**config.mk**
```make
export PLATFORM = sky130hd
export DESIGN_NAME = pcs_top
export DESIGN_NICKNAME = d
export VERILOG_FILES = /design/src/pcs_top.v
export VERILOG_INCLUDE_DIRS = /design/src
export SDC_FILE = /design/constraint.sdc
export NUM_CORES = 1
export LEC_CHECK = 0
export BUFFER_PORTS_ARGS = -buffer_cell sky130_fd_sc_hd__buf_4
export CORE_MARGIN = 2
export CORE_UTILIZATION = 52
export CTS_CLUSTER_SIZE = 8
export DETAILED_ROUTE_END_ITERATION = 12
export GPL_TIMING_DRIVEN = 0
export PLACE_DENSITY = 0.89
export SYNTH_ARGS = -nofsm -noshare
export SYNTH_HDL_FRONTEND = slang
export SYNTH_SLANG_ARGS = --single-unit
```
**constraint.sdc**
```tcl
create_clock -name pclk -period 4.69 [get_ports pclk]
set_input_delay 0.469 -clock pclk [delete_from_list [all_inputs] [get_ports pclk]]
set_output_delay 0.469 -clock pclk [all_outputs]
set_load 0.05 [all_outputs]
```
**src/pcs_regs.vh**
```
// Constants for the loop configuration register block.
// Included by the design, its checker and the bench; values are register
// indices, the byte address on APB is four times the index.
`ifndef PCS_REGS_VH
`define PCS_REGS_VH

// ----------------------------------------------------------------
// Bus geometry
// ----------------------------------------------------------------
`define PCS_ADDR_W        18
`define PCS_IDX_W         16
`define PCS_REG_W         16
`define PCS_NREGS         6
`define PCS_ADDR_LSB      2

// ----------------------------------------------------------------
// Register indices
// ----------------------------------------------------------------
`define PCS_IDX_MULT      16'hf000
`define PCS_IDX_PRESCALE  16'hf001
`define PCS_IDX_SOURCE    16'hf002
`define PCS_IDX_ENABLE    16'hf003
`define PCS_IDX_LOCK      16'hf004
`define PCS_IDX_IRQ_STAT  16'hf010
`define PCS_IDX_IRQ_MASK  16'hf011

// ----------------------------------------------------------------
// Select positions from the address decoder
// ----------------------------------------------------------------
`define PCS_SEL_MULT      0
`define PCS_SEL_PRESCALE  1
`define PCS_SEL_SOURCE    2
`define PCS_SEL_ENABLE    3
`define PCS_SEL_LOCK      4
`define PCS_SEL_IRQ_STAT  5
`define PCS_SEL_IRQ_MASK  6
`define PCS_SEL_W         7

// ----------------------------------------------------------------
// Field widths and reset values
// ----------------------------------------------------------------
`define PCS_MULT_W        7
`define PCS_PRE_W         2
`define PCS_MULT_RST      7'h60
`define PCS_PRE_RST       2'h0
`define PCS_SRC_RST       1'b0
`define PCS_DIV_W         4
`define PCS_DIV_RST       4'h1
`define PCS_FLAG_BIT      0

// ----------------------------------------------------------------
// Interrupt status bits
// ----------------------------------------------------------------
`define PCS_IRQ_W         3
`define PCS_IRQ_APPLIED   0
`define PCS_IRQ_LOCKED    1
`define PCS_IRQ_LOST      2

`endif

```
**src/pcs_top.v**
```verilog
// Staged configuration registers for the system clock loop, APB slave.
// Assumes one clock pclk; the lock indication arrives asynchronously from
// the analog loop, which itself lies outside this block.
`timescale 1ns/1ps
`default_nettype none
`include "pcs_regs.vh"

module pcs_top (
  // APB slave
  input  wire                        pclk,
  input  wire                        presetn,
  input  wire                        psel,
  input  wire                        penable,
  input  wire                        pwrite,
  input  wire [`PCS_ADDR_W-1:0]      paddr,
  input  wire [31:0]                 pwdata,
  output wire [31:0]                 prdata,
  output wire                        pready,
  output wire                        pslverr,
  // Analog loop
  input  wire                        loop_lock_pin,
  output wire                        loop_run,
  output wire [`PCS_MULT_W-1:0]      loop_multiplier,
  output wire [`PCS_PRE_W-1:0]       loop_prescale,
  output wire [`PCS_DIV_W-1:0]       loop_divide_onehot,
  // Core clock routing
  output wire                        active_source_select_bit,
  // Interrupt
  output wire                        irq
);

  // ----------------------------------------------------------------
  // Loop sequencing states
  // ----------------------------------------------------------------
  // An illegal code falls back to OFF through the default branch
  localparam [3:0] ST_OFF   = 4'b0001;
  localparam [3:0] ST_APPLY = 4'b0010;
  localparam [3:0] ST_WAIT  = 4'b0100;
  localparam [3:0] ST_LOCK  = 4'b1000;

  // ----------------------------------------------------------------
  // Functions
  // ----------------------------------------------------------------
  // One-hot register select; all zero for an unmapped index
  function [`PCS_SEL_W-1:0] reg_sel;
    input [`PCS_IDX_W-1:0] idx;
    begin
      reg_sel = {`PCS_SEL_W{1'b0}};
      case (idx)
        `PCS_IDX_MULT:     reg_sel[`PCS_SEL_MULT]     = 1'b1;
        `PCS_IDX_PRESCALE: reg_sel[`PCS_SEL_PRESCALE] = 1'b1;
        `PCS_IDX_SOURCE:   reg_sel[`PCS_SEL_SOURCE]   = 1'b1;
        `PCS_IDX_ENABLE:   reg_sel[`PCS_SEL_ENABLE]   = 1'b1;
        `PCS_IDX_LOCK:     reg_sel[`PCS_SEL_LOCK]     = 1'b1;
        `PCS_IDX_IRQ_STAT: reg_sel[`PCS_SEL_IRQ_STAT] = 1'b1;
        `PCS_IDX_IRQ_MASK: reg_sel[`PCS_SEL_IRQ_MASK] = 1'b1;
        default:           reg_sel = {`PCS_SEL_W{1'b0}};
      endcase
    end
  endfunction

  // Prescaler code to divide ratio 1, 2, 4 or 8 as a one-hot vector
  function [`PCS_DIV_W-1:0] div_decode;
    input [`PCS_PRE_W-1:0] code;
    begin
      div_decode = {{(`PCS_DIV_W-1){1'b0}}, 1'b1} << code;
    end
  endfunction

  // ----------------------------------------------------------------
  // Registers
  // ----------------------------------------------------------------
  // Staged copies answer reads; applied copies drive the loop outputs
  reg  [31:0]             prdata_q,  prdata_d;
  reg                     pready_q,  pready_d;
  reg                     pslverr_q, pslverr_d;
  reg  [`PCS_MULT_W-1:0]  mult_stage_q, mult_stage_d;
  reg  [`PCS_PRE_W-1:0]   pre_stage_q,  pre_stage_d;
  reg                     src_stage_q,  src_stage_d;
  reg  [`PCS_MULT_W-1:0]  mult_act_q,   mult_act_d;
  reg  [`PCS_PRE_W-1:0]   pre_act_q,    pre_act_d;
  reg                     src_act_q,    src_act_d;
  reg  [`PCS_DIV_W-1:0]   div_act_q,    div_act_d;
  reg                     enable_q,     enable_d;
  reg  [3:0]              state_q,      state_d;
  reg                     lock_flag_q,  lock_flag_d;
  reg  [`PCS_IRQ_W-1:0]   stat_q,       stat_d;
  reg  [`PCS_IRQ_W-1:0]   mask_q,       mask_d;
  reg  [`PCS_IRQ_W-1:0]   stat_rd_q,    stat_rd_d;
  reg                     irq_q,        irq_d;
  reg                     lock_s1_q;
  reg                     lock_s2_q;
  reg                     lock_s3_q;
  reg                     lock_filt_q,  lock_filt_d;

  // ----------------------------------------------------------------
  // Bus decode
  // ----------------------------------------------------------------
  wire [`PCS_IDX_W-1:0] idx     = paddr[`PCS_ADDR_W-1:`PCS_ADDR_LSB];
  wire                  aligned = (paddr[`PCS_ADDR_LSB-1:0] ==
                                   {`PCS_ADDR_LSB{1'b0}});
  wire [`PCS_SEL_W-1:0] sel     = aligned ? reg_sel(idx)
                                          : {`PCS_SEL_W{1'b0}};
  wire                  setup   = psel & ~penable;
  wire                  done    = psel & penable & pready_q;
  wire                  wr_ok   = done & pwrite & ~pslverr_q;
  wire                  rd_ok   = done & ~pwrite & ~pslverr_q;
  // The lock register is read-only; a write to it is refused. Status
  // writes are ignored without error, so a blanket clear stays harmless.
  wire                  bad     = (sel == {`PCS_SEL_W{1'b0}}) |
                                  (pwrite & sel[`PCS_SEL_LOCK]);
  // Status reads clear only the bits that they returned
  wire                  stat_clr = rd_ok & sel[`PCS_SEL_IRQ_STAT];

  // A rising enable write marks the moment staged values go live.
  // Writing 1 while running applies nothing: retuning needs a disable
  // first, which also stops the loop.
  wire enable_rise = wr_ok & sel[`PCS_SEL_ENABLE] &
                     pwdata[`PCS_FLAG_BIT] & ~enable_q;

  // ----------------------------------------------------------------
  // Lock input synchroniser
  // ----------------------------------------------------------------
  // Three stages; a change is taken only once stages two and three agree,
  // which also rejects a single-cycle glitch from the analog side.
  always @(posedge pclk or negedge presetn) begin
    if (!presetn) begin
      lock_s1_q <= 1'b0;
      lock_s2_q <= 1'b0;
      lock_s3_q <= 1'b0;
    end else begin
      lock_s1_q <= loop_lock_pin;
      lock_s2_q <= lock_s1_q;
      lock_s3_q <= lock_s2_q;
    end
  end

  always @* begin
    lock_filt_d = lock_filt_q;
    if (lock_s2_q == lock_s3_q) begin
      lock_filt_d = lock_s3_q;
    end
  end

  // ----------------------------------------------------------------
  // APB register access
  // ----------------------------------------------------------------
  always @* begin
    pready_d     = 1'b0;
    pslverr_d    = pslverr_q;
    prdata_d     = prdata_q;
    stat_rd_d    = stat_rd_q;
    mult_stage_d = mult_stage_q;
    pre_stage_d  = pre_stage_q;
    src_stage_d  = src_stage_q;
    enable_d     = enable_q;
    mask_d       = mask_q;
    // Answer is prepared in the setup cycle so every bus output is a flop
    if (setup) begin
      pready_d  = 1'b1;
      pslverr_d = bad;
      prdata_d  = 32'h0000_0000;
      stat_rd_d = {`PCS_IRQ_W{1'b0}};
      if (!pwrite) begin
        if (sel[`PCS_SEL_MULT]) begin
          prdata_d[`PCS_MULT_W-1:0] = mult_stage_q;
        end
        if (sel[`PCS_SEL_PRESCALE]) begin
          prdata_d[`PCS_PRE_W-1:0] = pre_stage_q;
        end
        if (sel[`PCS_SEL_SOURCE]) begin
          prdata_d[`PCS_FLAG_BIT] = src_stage_q;
        end
        if (sel[`PCS_SEL_ENABLE]) begin
          prdata_d[`PCS_FLAG_BIT] = enable_q;
        end
        if (sel[`PCS_SEL_LOCK]) begin
          prdata_d[`PCS_FLAG_BIT] = lock_flag_q;
        end
        if (sel[`PCS_SEL_IRQ_STAT]) begin
          prdata_d[`PCS_IRQ_W-1:0] = stat_q;
          stat_rd_d = stat_q;
        end
        if (sel[`PCS_SEL_IRQ_MASK]) begin
          prdata_d[`PCS_IRQ_W-1:0] = mask_q;
        end
      end
    end else if (done) begin
      pslverr_d = 1'b0;
    end
    // Writes land at the completion edge, never in the setup cycle
    if (wr_ok) begin
      if (sel[`PCS_SEL_MULT]) begin
        mult_stage_d = pwdata[`PCS_MULT_W-1:0];
      end
      if (sel[`PCS_SEL_PRESCALE]) begin
        pre_stage_d = pwdata[`PCS_PRE_W-1:0];
      end
      if (sel[`PCS_SEL_SOURCE]) begin
        src_stage_d = pwdata[`PCS_FLAG_BIT];
      end
      if (sel[`PCS_SEL_ENABLE]) begin
        enable_d = pwdata[`PCS_FLAG_BIT];
      end
      if (sel[`PCS_SEL_IRQ_MASK]) begin
        mask_d = pwdata[`PCS_IRQ_W-1:0];
      end
    end
  end

  // ----------------------------------------------------------------
  // Loop sequencing and applied configuration
  // ----------------------------------------------------------------
  // The state drops to OFF one cycle after a disable, so the lock flag
  // clears at once and never waits for the pin to fall.
  always @* begin
    state_d    = state_q;
    mult_act_d = mult_act_q;
    pre_act_d  = pre_act_q;
    src_act_d  = src_act_q;
    div_act_d  = div_act_q;
    if (enable_rise) begin
      mult_act_d = mult_stage_q;
      pre_act_d  = pre_stage_q;
      src_act_d  = src_stage_q;
      div_act_d  = div_decode(pre_stage_q);
    end
    case (state_q)
      ST_OFF: begin
        if (enable_rise) begin
          state_d = ST_APPLY;
        end
      end
      ST_APPLY: begin
        state_d = enable_q ? ST_WAIT : ST_OFF;
      end
      ST_WAIT: begin
        if (!enable_q) begin
          state_d = ST_OFF;
        end else if (lock_filt_q) begin
          state_d = ST_LOCK;
        end
      end
      ST_LOCK: begin
        if (!enable_q) begin
          state_d = ST_OFF;
        end else if (!lock_filt_q) begin
          state_d = ST_WAIT;
        end
      end
      default: begin
        state_d = ST_OFF;
      end
    endcase
    // A stale lock from a disabled loop is reported for at most one cycle after the disable
    lock_flag_d = (state_d == ST_LOCK);
  end

  // ----------------------------------------------------------------
  // Interrupt status
  // ----------------------------------------------------------------
  wire [`PCS_IRQ_W-1:0] events;
  assign events[`PCS_IRQ_APPLIED] = (state_q == ST_APPLY);
  assign events[`PCS_IRQ_LOCKED]  = (state_q == ST_WAIT) &&
                                    (state_d == ST_LOCK);
  // A loss caused by disabling raises nothing: software asked for it
  assign events[`PCS_IRQ_LOST]    = (state_q == ST_LOCK) &&
                                    (state_d == ST_WAIT);

  always @* begin
    stat_d = stat_q;
    // Only bits returned by this read are cleared; new events win
    if (stat_clr) begin
      stat_d = stat_d & ~stat_rd_q;
    end
    stat_d = stat_d | events;
    irq_d  = |(stat_d & mask_d);
  end

  // ----------------------------------------------------------------
  // Flops
  // ----------------------------------------------------------------
  always @(posedge pclk or negedge presetn) begin
    if (!presetn) begin
      // Staged and applied copies share reset values, so a first enable
      // with no writes leaves the loop outputs unchanged
      prdata_q     <= 32'h0000_0000;
      pready_q     <= 1'b0;
      pslverr_q    <= 1'b0;
      stat_rd_q    <= {`PCS_IRQ_W{1'b0}};
      mult_stage_q <= `PCS_MULT_RST;
      pre_stage_q  <= `PCS_PRE_RST;
      src_stage_q  <= `PCS_SRC_RST;
      mult_act_q   <= `PCS_MULT_RST;
      pre_act_q    <= `PCS_PRE_RST;
      src_act_q    <= `PCS_SRC_RST;
      div_act_q    <= `PCS_DIV_RST;
      enable_q     <= 1'b0;
      state_q      <= ST_OFF;
      lock_flag_q  <= 1'b0;
      lock_filt_q  <= 1'b0;
      stat_q       <= {`PCS_IRQ_W{1'b0}};
      mask_q       <= {`PCS_IRQ_W{1'b0}};
      irq_q        <= 1'b0;
    end else begin
      prdata_q     <= prdata_d;
      pready_q     <= pready_d;
      pslverr_q    <= pslverr_d;
      stat_rd_q    <= stat_rd_d;
      mult_stage_q <= mult_stage_d;
      pre_stage_q  <= pre_stage_d;
      src_stage_q  <= src_stage_d;
      mult_act_q   <= mult_act_d;
      pre_act_q    <= pre_act_d;
      src_act_q    <= src_act_d;
      div_act_q    <= div_act_d;
      enable_q     <= enable_d;
      state_q      <= state_d;
      lock_flag_q  <= lock_flag_d;
      lock_filt_q  <= lock_filt_d;
      stat_q       <= stat_d;
      mask_q       <= mask_d;
      irq_q        <= irq_d;
    end
  end

  // ----------------------------------------------------------------
  // Outputs
  // ----------------------------------------------------------------
  assign prdata                   = prdata_q;
  assign pready                   = pready_q;
  assign pslverr                  = pslverr_q;
  // Applied values stay on the outputs while the loop is off; only
  // loop_run tells the analog side to stop.
  assign loop_run                 = enable_q;
  assign loop_multiplier          = mult_act_q;
  assign loop_prescale            = pre_act_q;
  assign loop_divide_onehot       = div_act_q;
  assign active_source_select_bit = src_act_q;
  assign irq                      = irq_q;

endmodule // pcs_top

`default_nettype wire

```
## Word-level counts from Yosys, hierarchy flattened

Index checks and enable logic that the tools add are counted.

| cells by class | value |
|---|---|
| reduce and logical (&&, ||, !) cells | 10 |
| multiplexer cells | 31 |
| equality and inequality tests | 14 |
| bitwise operators | 21 |
| shifts and indexed selects | 1 |

Operator list:

| kind | count |
|---|---|
| $eq 16x16->1 const B | 7 |
| $mux 3 | 8 |
| $mux 7 | 3 |
| $mux 4 | 5 |
| $pmux 4 s4 | 1 |
| $mux 1 | 13 |
| $and 1x1->1 | 12 |
| $eq 4x3->1 const B | 2 |
| $eq 4x4->1 const B | 2 |
| $reduce_and 2->1 | 4 |
| $logic_not 7->1 | 1 |
| $and 3x3->3 | 2 |
| $eq 4x1->1 const B | 1 |
| $eq 4x2->1 const B | 1 |
| $not 1->1 | 4 |
| $shl 1x2->4 const A | 1 |
| $not 3->3 | 1 |
| $or 3x3->3 | 1 |
| $reduce_or 3->1 | 1 |
| $logic_and 1x1->1 | 2 |
| $logic_not 2->1 | 1 |
| $mux 2 | 1 |
| $reduce_bool 2->1 | 1 |
| $eq 1x1->1 | 1 |
| $or 1x1->1 | 1 |

| storage, ports and cells | value |
|---|---|
| output and inout port bits | 50 |
| register bits after elaboration | 53 |
| bits of input ports | 56 |

## Depth between registers and ports, before layout

| depth | value |
|---|---|
| word-level depth | 14 |
| mapped depth | 7 |

## Worst setup path before layout

Ideal clock, no wire load.

| timing | value |
|---|---|
| kind | input to register |
| from | input paddr[11] |
| to | register mult_stage_q[0] |
| arrival | 2.248 ns |
| path buffers | 1 |
| setup time | 0.125 ns |
| stages | 5 |
| slack | 2.317 ns |
| required time | 4.565 ns |
| cells stage by stage | or4_4 > or3_1 > buf_6 > nor4_4 > mux2_2 |

| on the way | value |
|---|---|
| cells in the longest elaborated chain, start to end | 4 |

Ends and longest elaborated chain:

| item | line | RTL |
|---|---|---|
| from (decl) | pcs_top.v:15 | `` input wire [`PCS_ADDR_W-1:0] paddr, `` |
| $eq 16x16->1 | pcs_top.v:49 | `case (idx)` |
| $mux 1 | pcs_top.v:49 |  |
| $mux 7 | pcs_top.v:102 | `` wire [`PCS_SEL_W-1:0] sel = aligned ? reg_sel(idx) `` |
| $reduce_and 2->1 (no line) | n/a |  |
| to (signal assigned) | pcs_top.v:291 | `` mult_stage_q <= `PCS_MULT_RST; `` |
| to (signal assigned) | pcs_top.v:310 | `mult_stage_q <= mult_stage_d;` |
| to (decl) | pcs_top.v:77 | `` reg [`PCS_MULT_W-1:0] mult_stage_q, mult_stage_d; `` |

No other way between the ends.
A chain may end at the register's enable or synchronous reset.

## Worst setup path in the final report

| timing | value |
|---|---|
| from | input paddr[2] |
| to | register mult_stage_q[3] |

Same word-level chain as after synthesis.

==> impl_metrics.json <==
{
  "path_cells": "clkbuf_1, nor4bb_1, nand2_1, nor4_4, mux2_2",
  "clk_path_buf_depth": 2,
  "cp_top_family": "simple AND/OR/NAND/NOR gates",
  "synth_flop_cell": "dfrtp_1",
  "leakagePower_nw": 1.67,
  "diodes": 0,
  "nNetsFinal": 372,
  "slew_headroom": 0.388,
  "fp.dieH_um": 75.0,
  "grt_antenna_before_repair": 0,
  "io_buffers": 53,
  "rows": 25,
  "initial_core_util": 0.547,
  "cts_tree": "yes",
  "cts_inserted_buffers": 5,
  "synth_area_um2": 2620,
  "synth-edff-count": 0,
  "cap_violations": 0,
  "crit_path_end_kind": "flop",
  "dpl_cell_area_um2": 3190,
  "synth-compound-area-share": 0.0923,
  "final_common_cell": "buf_4",
  "period_minus_slack_ns": 2.53,
  "gr-total-overflow": 0,
  "hold_viol_final": 0,
  "ys_async_sr_fraction": 1.00,
  "slowest_delay_ns": 0.82,
  "fin_cells": 384,
  "syn_to_final_growth_pct": 26.1,
  "period_share": 0.540,
  "layout-drive-gt1-share": 0.394,
  "avgSynthCellArea_um2": 11.3,
  "setup_violations": 0,
  "cts_sinks": 53,
  "crit_type": "primary input to flop",
  "cp_slowest_cell": "nor4bb_1",
  "rsz0062_at_grt": "no",
  "max_freq_mhz": 395,
  "outcome": "finished, final reports clean",
  "maxSlewViolCount": 0,
  "timing.final.ws_setup_ns": 2.16,
  "ys_ff_latch": 53,
  "root_buffer": "clkbuf_8",
  "cts.repair.resized": 0,
  "hold_path.class": "primary input to asynchronous set/reset pin",
  "via_per_inst": 5.18,
  "cp_max_fo": 9,
  "hpwl_um": 4190,
  "first_pass_iters": 4,
  "place_congestion": 0.954,
  "ir_drop_mv": 0.219,
  "die_x_um": 75.0,
  "netlist_instances": 232,
  "power.density_nw_per_um2": 270,
  "grt_start_max_net_pins": 54,
  "synth.area.mux_share": 0.109,
  "dp_cells": 376,
  "vias": 1989,
  "synth-adder-area-share": 0.00382,
  "synth-seq-area-share": 0.510,
  "grt_pass1_vias": 1848,
  "fp.coreArea_um2": 4790,
  "cts.clk_slew.worst_paths_ns": 0.10,
  "grt_use_total": 0.211,
  "place_ws_ns": 1.94,
  "yosys.cell_types.count": 50,
  "htree_levels": 2,
  "tns_ns": 0,
  "cts_setup_buffers": 0,
  "fin_util": 0.690,
  "worstPathArrival_ns": 2.73,
  "yosys_warnings": 0,
  "cp_data_required_time_ns": 4.89,
  "synthXorXnorAreaFrac": 0.00335,
  "ios": 106,
  "postRouteAntennaNets": 0,
  "tightest_slew_ns": 0.906,
  "wirelength_um": 5570,
  "fillers": 371,
  "critPathLaunchType": "primary input",
  "wl_per_cell_um": 14.5,
  "drcViolationCount": 0,
  "drt_iter0_drc": 134,
  "critPathBufInv": 1,
  "fin_worst_skew_ns": 0.00929,
  "most-common-layout-cells": "78 x buf_4, 47 x dfrtp_1, 25 x conb_1",
  "die_area_um2": 5620,
  "synth_simple_gate_area_frac": 0.184,
  "final_area_um2": 3300,
  "synth_top_family_by_area": "simple AND/OR/NAND/NOR gates",
  "clk_latency_ns": 0.31,
  "grt_pass1_wl_um": 8810,
  "cts_hold_buffers": 0
}
synth_stat cells, drive strengths merged (3+ instances only):
library cell / instances / area (um^2)
or3: 4 / 30.0
nor2b: 3 / 18.8
buf: 27 / 203
nand4: 4 / 25.0
mux2i: 5 / 50.1
dfrtp: 47 / 1180
nor4b: 3 / 26.3
mux2: 21 / 236
nand2: 17 / 63.8
clkbuf: 4 / 16.3
nor4bb: 4 / 40.0
o21ai: 6 / 30.0
nor2: 10 / 37.5
nand3: 5 / 25.0
or2: 3 / 18.8
a22o: 8 / 70.1
a21oi: 8 / 40.0
nand2b: 5 / 31.3
inv: 9 / 33.8
nor3: 3 / 26.3
nor4: 5 / 52.6
dfstp: 6 / 158
registers in the layout, summed over array words and instances (netlist names), 2 cells and up:
signal	flops
mult_stage_q	7
loop_prescale	2
loop_divide_onehot	4
prdata	7
pre_stage_q	2
state_q	4
mask_q	3
stat_q	3
loop_multiplier	7
stat_rd_q	3
through the flow:
step / total power, mW / hold WS [ns]
finish: 0.892 / 0.186
global route: 0.925 / 0.232
CTS: 0.896 / 0.199
detailed placement: 0.591 / 0.342
global placement: 0.589 / 0.335
floorplan: 0.552 / 0.173
report_power, final:
| group | leakage (nW) | internal, mW | switching [mW] |
|---|---|---|---|
| Sequential | 0.701 | 0.460 | 0.00225 |
| Combinational | 0.918 | 0.0394 | 0.0805 |
| Clock | 0.0554 | 0.160 | 0.149 |
worst reg2reg max path: cells and delay by family, from the launching register on:
kind | cells | cell delay (ns)
and+or+nand+nor | 3 | 1.03
DFF | 1 | 0.41
buffers and inverters | 1 | 0.38
muxes | 1 | 0.35
routing by layer:
layer  track usage  wire length, um
met5             0                0
met2         0.339             2710
met1         0.288             2340
met4        0.0575               61
met3        0.0509              461
final timing paths:
kind | cells past startpoint | slack (ns) | to | startpoint
max in group asynchronous | 1 | 4.08 | stat_rd_q[2]$_DFFE_PN0P_ | presetn
setup / recovery | 5 | 2.16 | mult_stage_q[3]$_DFFE_PN0P_ | paddr[2]
min in group pclk | 1 | 0.27 | lock_s1_q$_DFF_PN0_ | loop_lock_pin
hold reg to reg | 0 | 0.36 | lock_s2_q$_DFF_PN0_ | lock_s1_q$_DFF_PN0_
setup reg to reg | 5 | 2.40 | loop_multiplier[1]$_DFFE_PN0P_ | pslverr$_DFFE_PN0P_
hold / removal | 1 | 0.19 | loop_prescale[0]$_DFFE_PN0P_ | presetn
layout make-up:
class	count	area [um^2]	area share
Sequential cell	53	1330	0.404
Multi-Input combinational cell	163	1120	0.340
Timing Repair Buffer	53	398	0.121
Buffer	31	219	0.0663
Tap cell	67	83.8	0.0254
Clock buffer	6	72.6	0.0220
Clock inverter	2	38.8	0.0118
Inverter	9	33.8	0.0102
cell families after synthesis:
logic type      count (synthesis)
fa+ha+maj                       1
other cells                     1
buf+inv                        40
flops                          53
mux                            26
xor+xnor                        1
compound gates                 35
simple gates                   75
(Power assumes the default switching activity.)
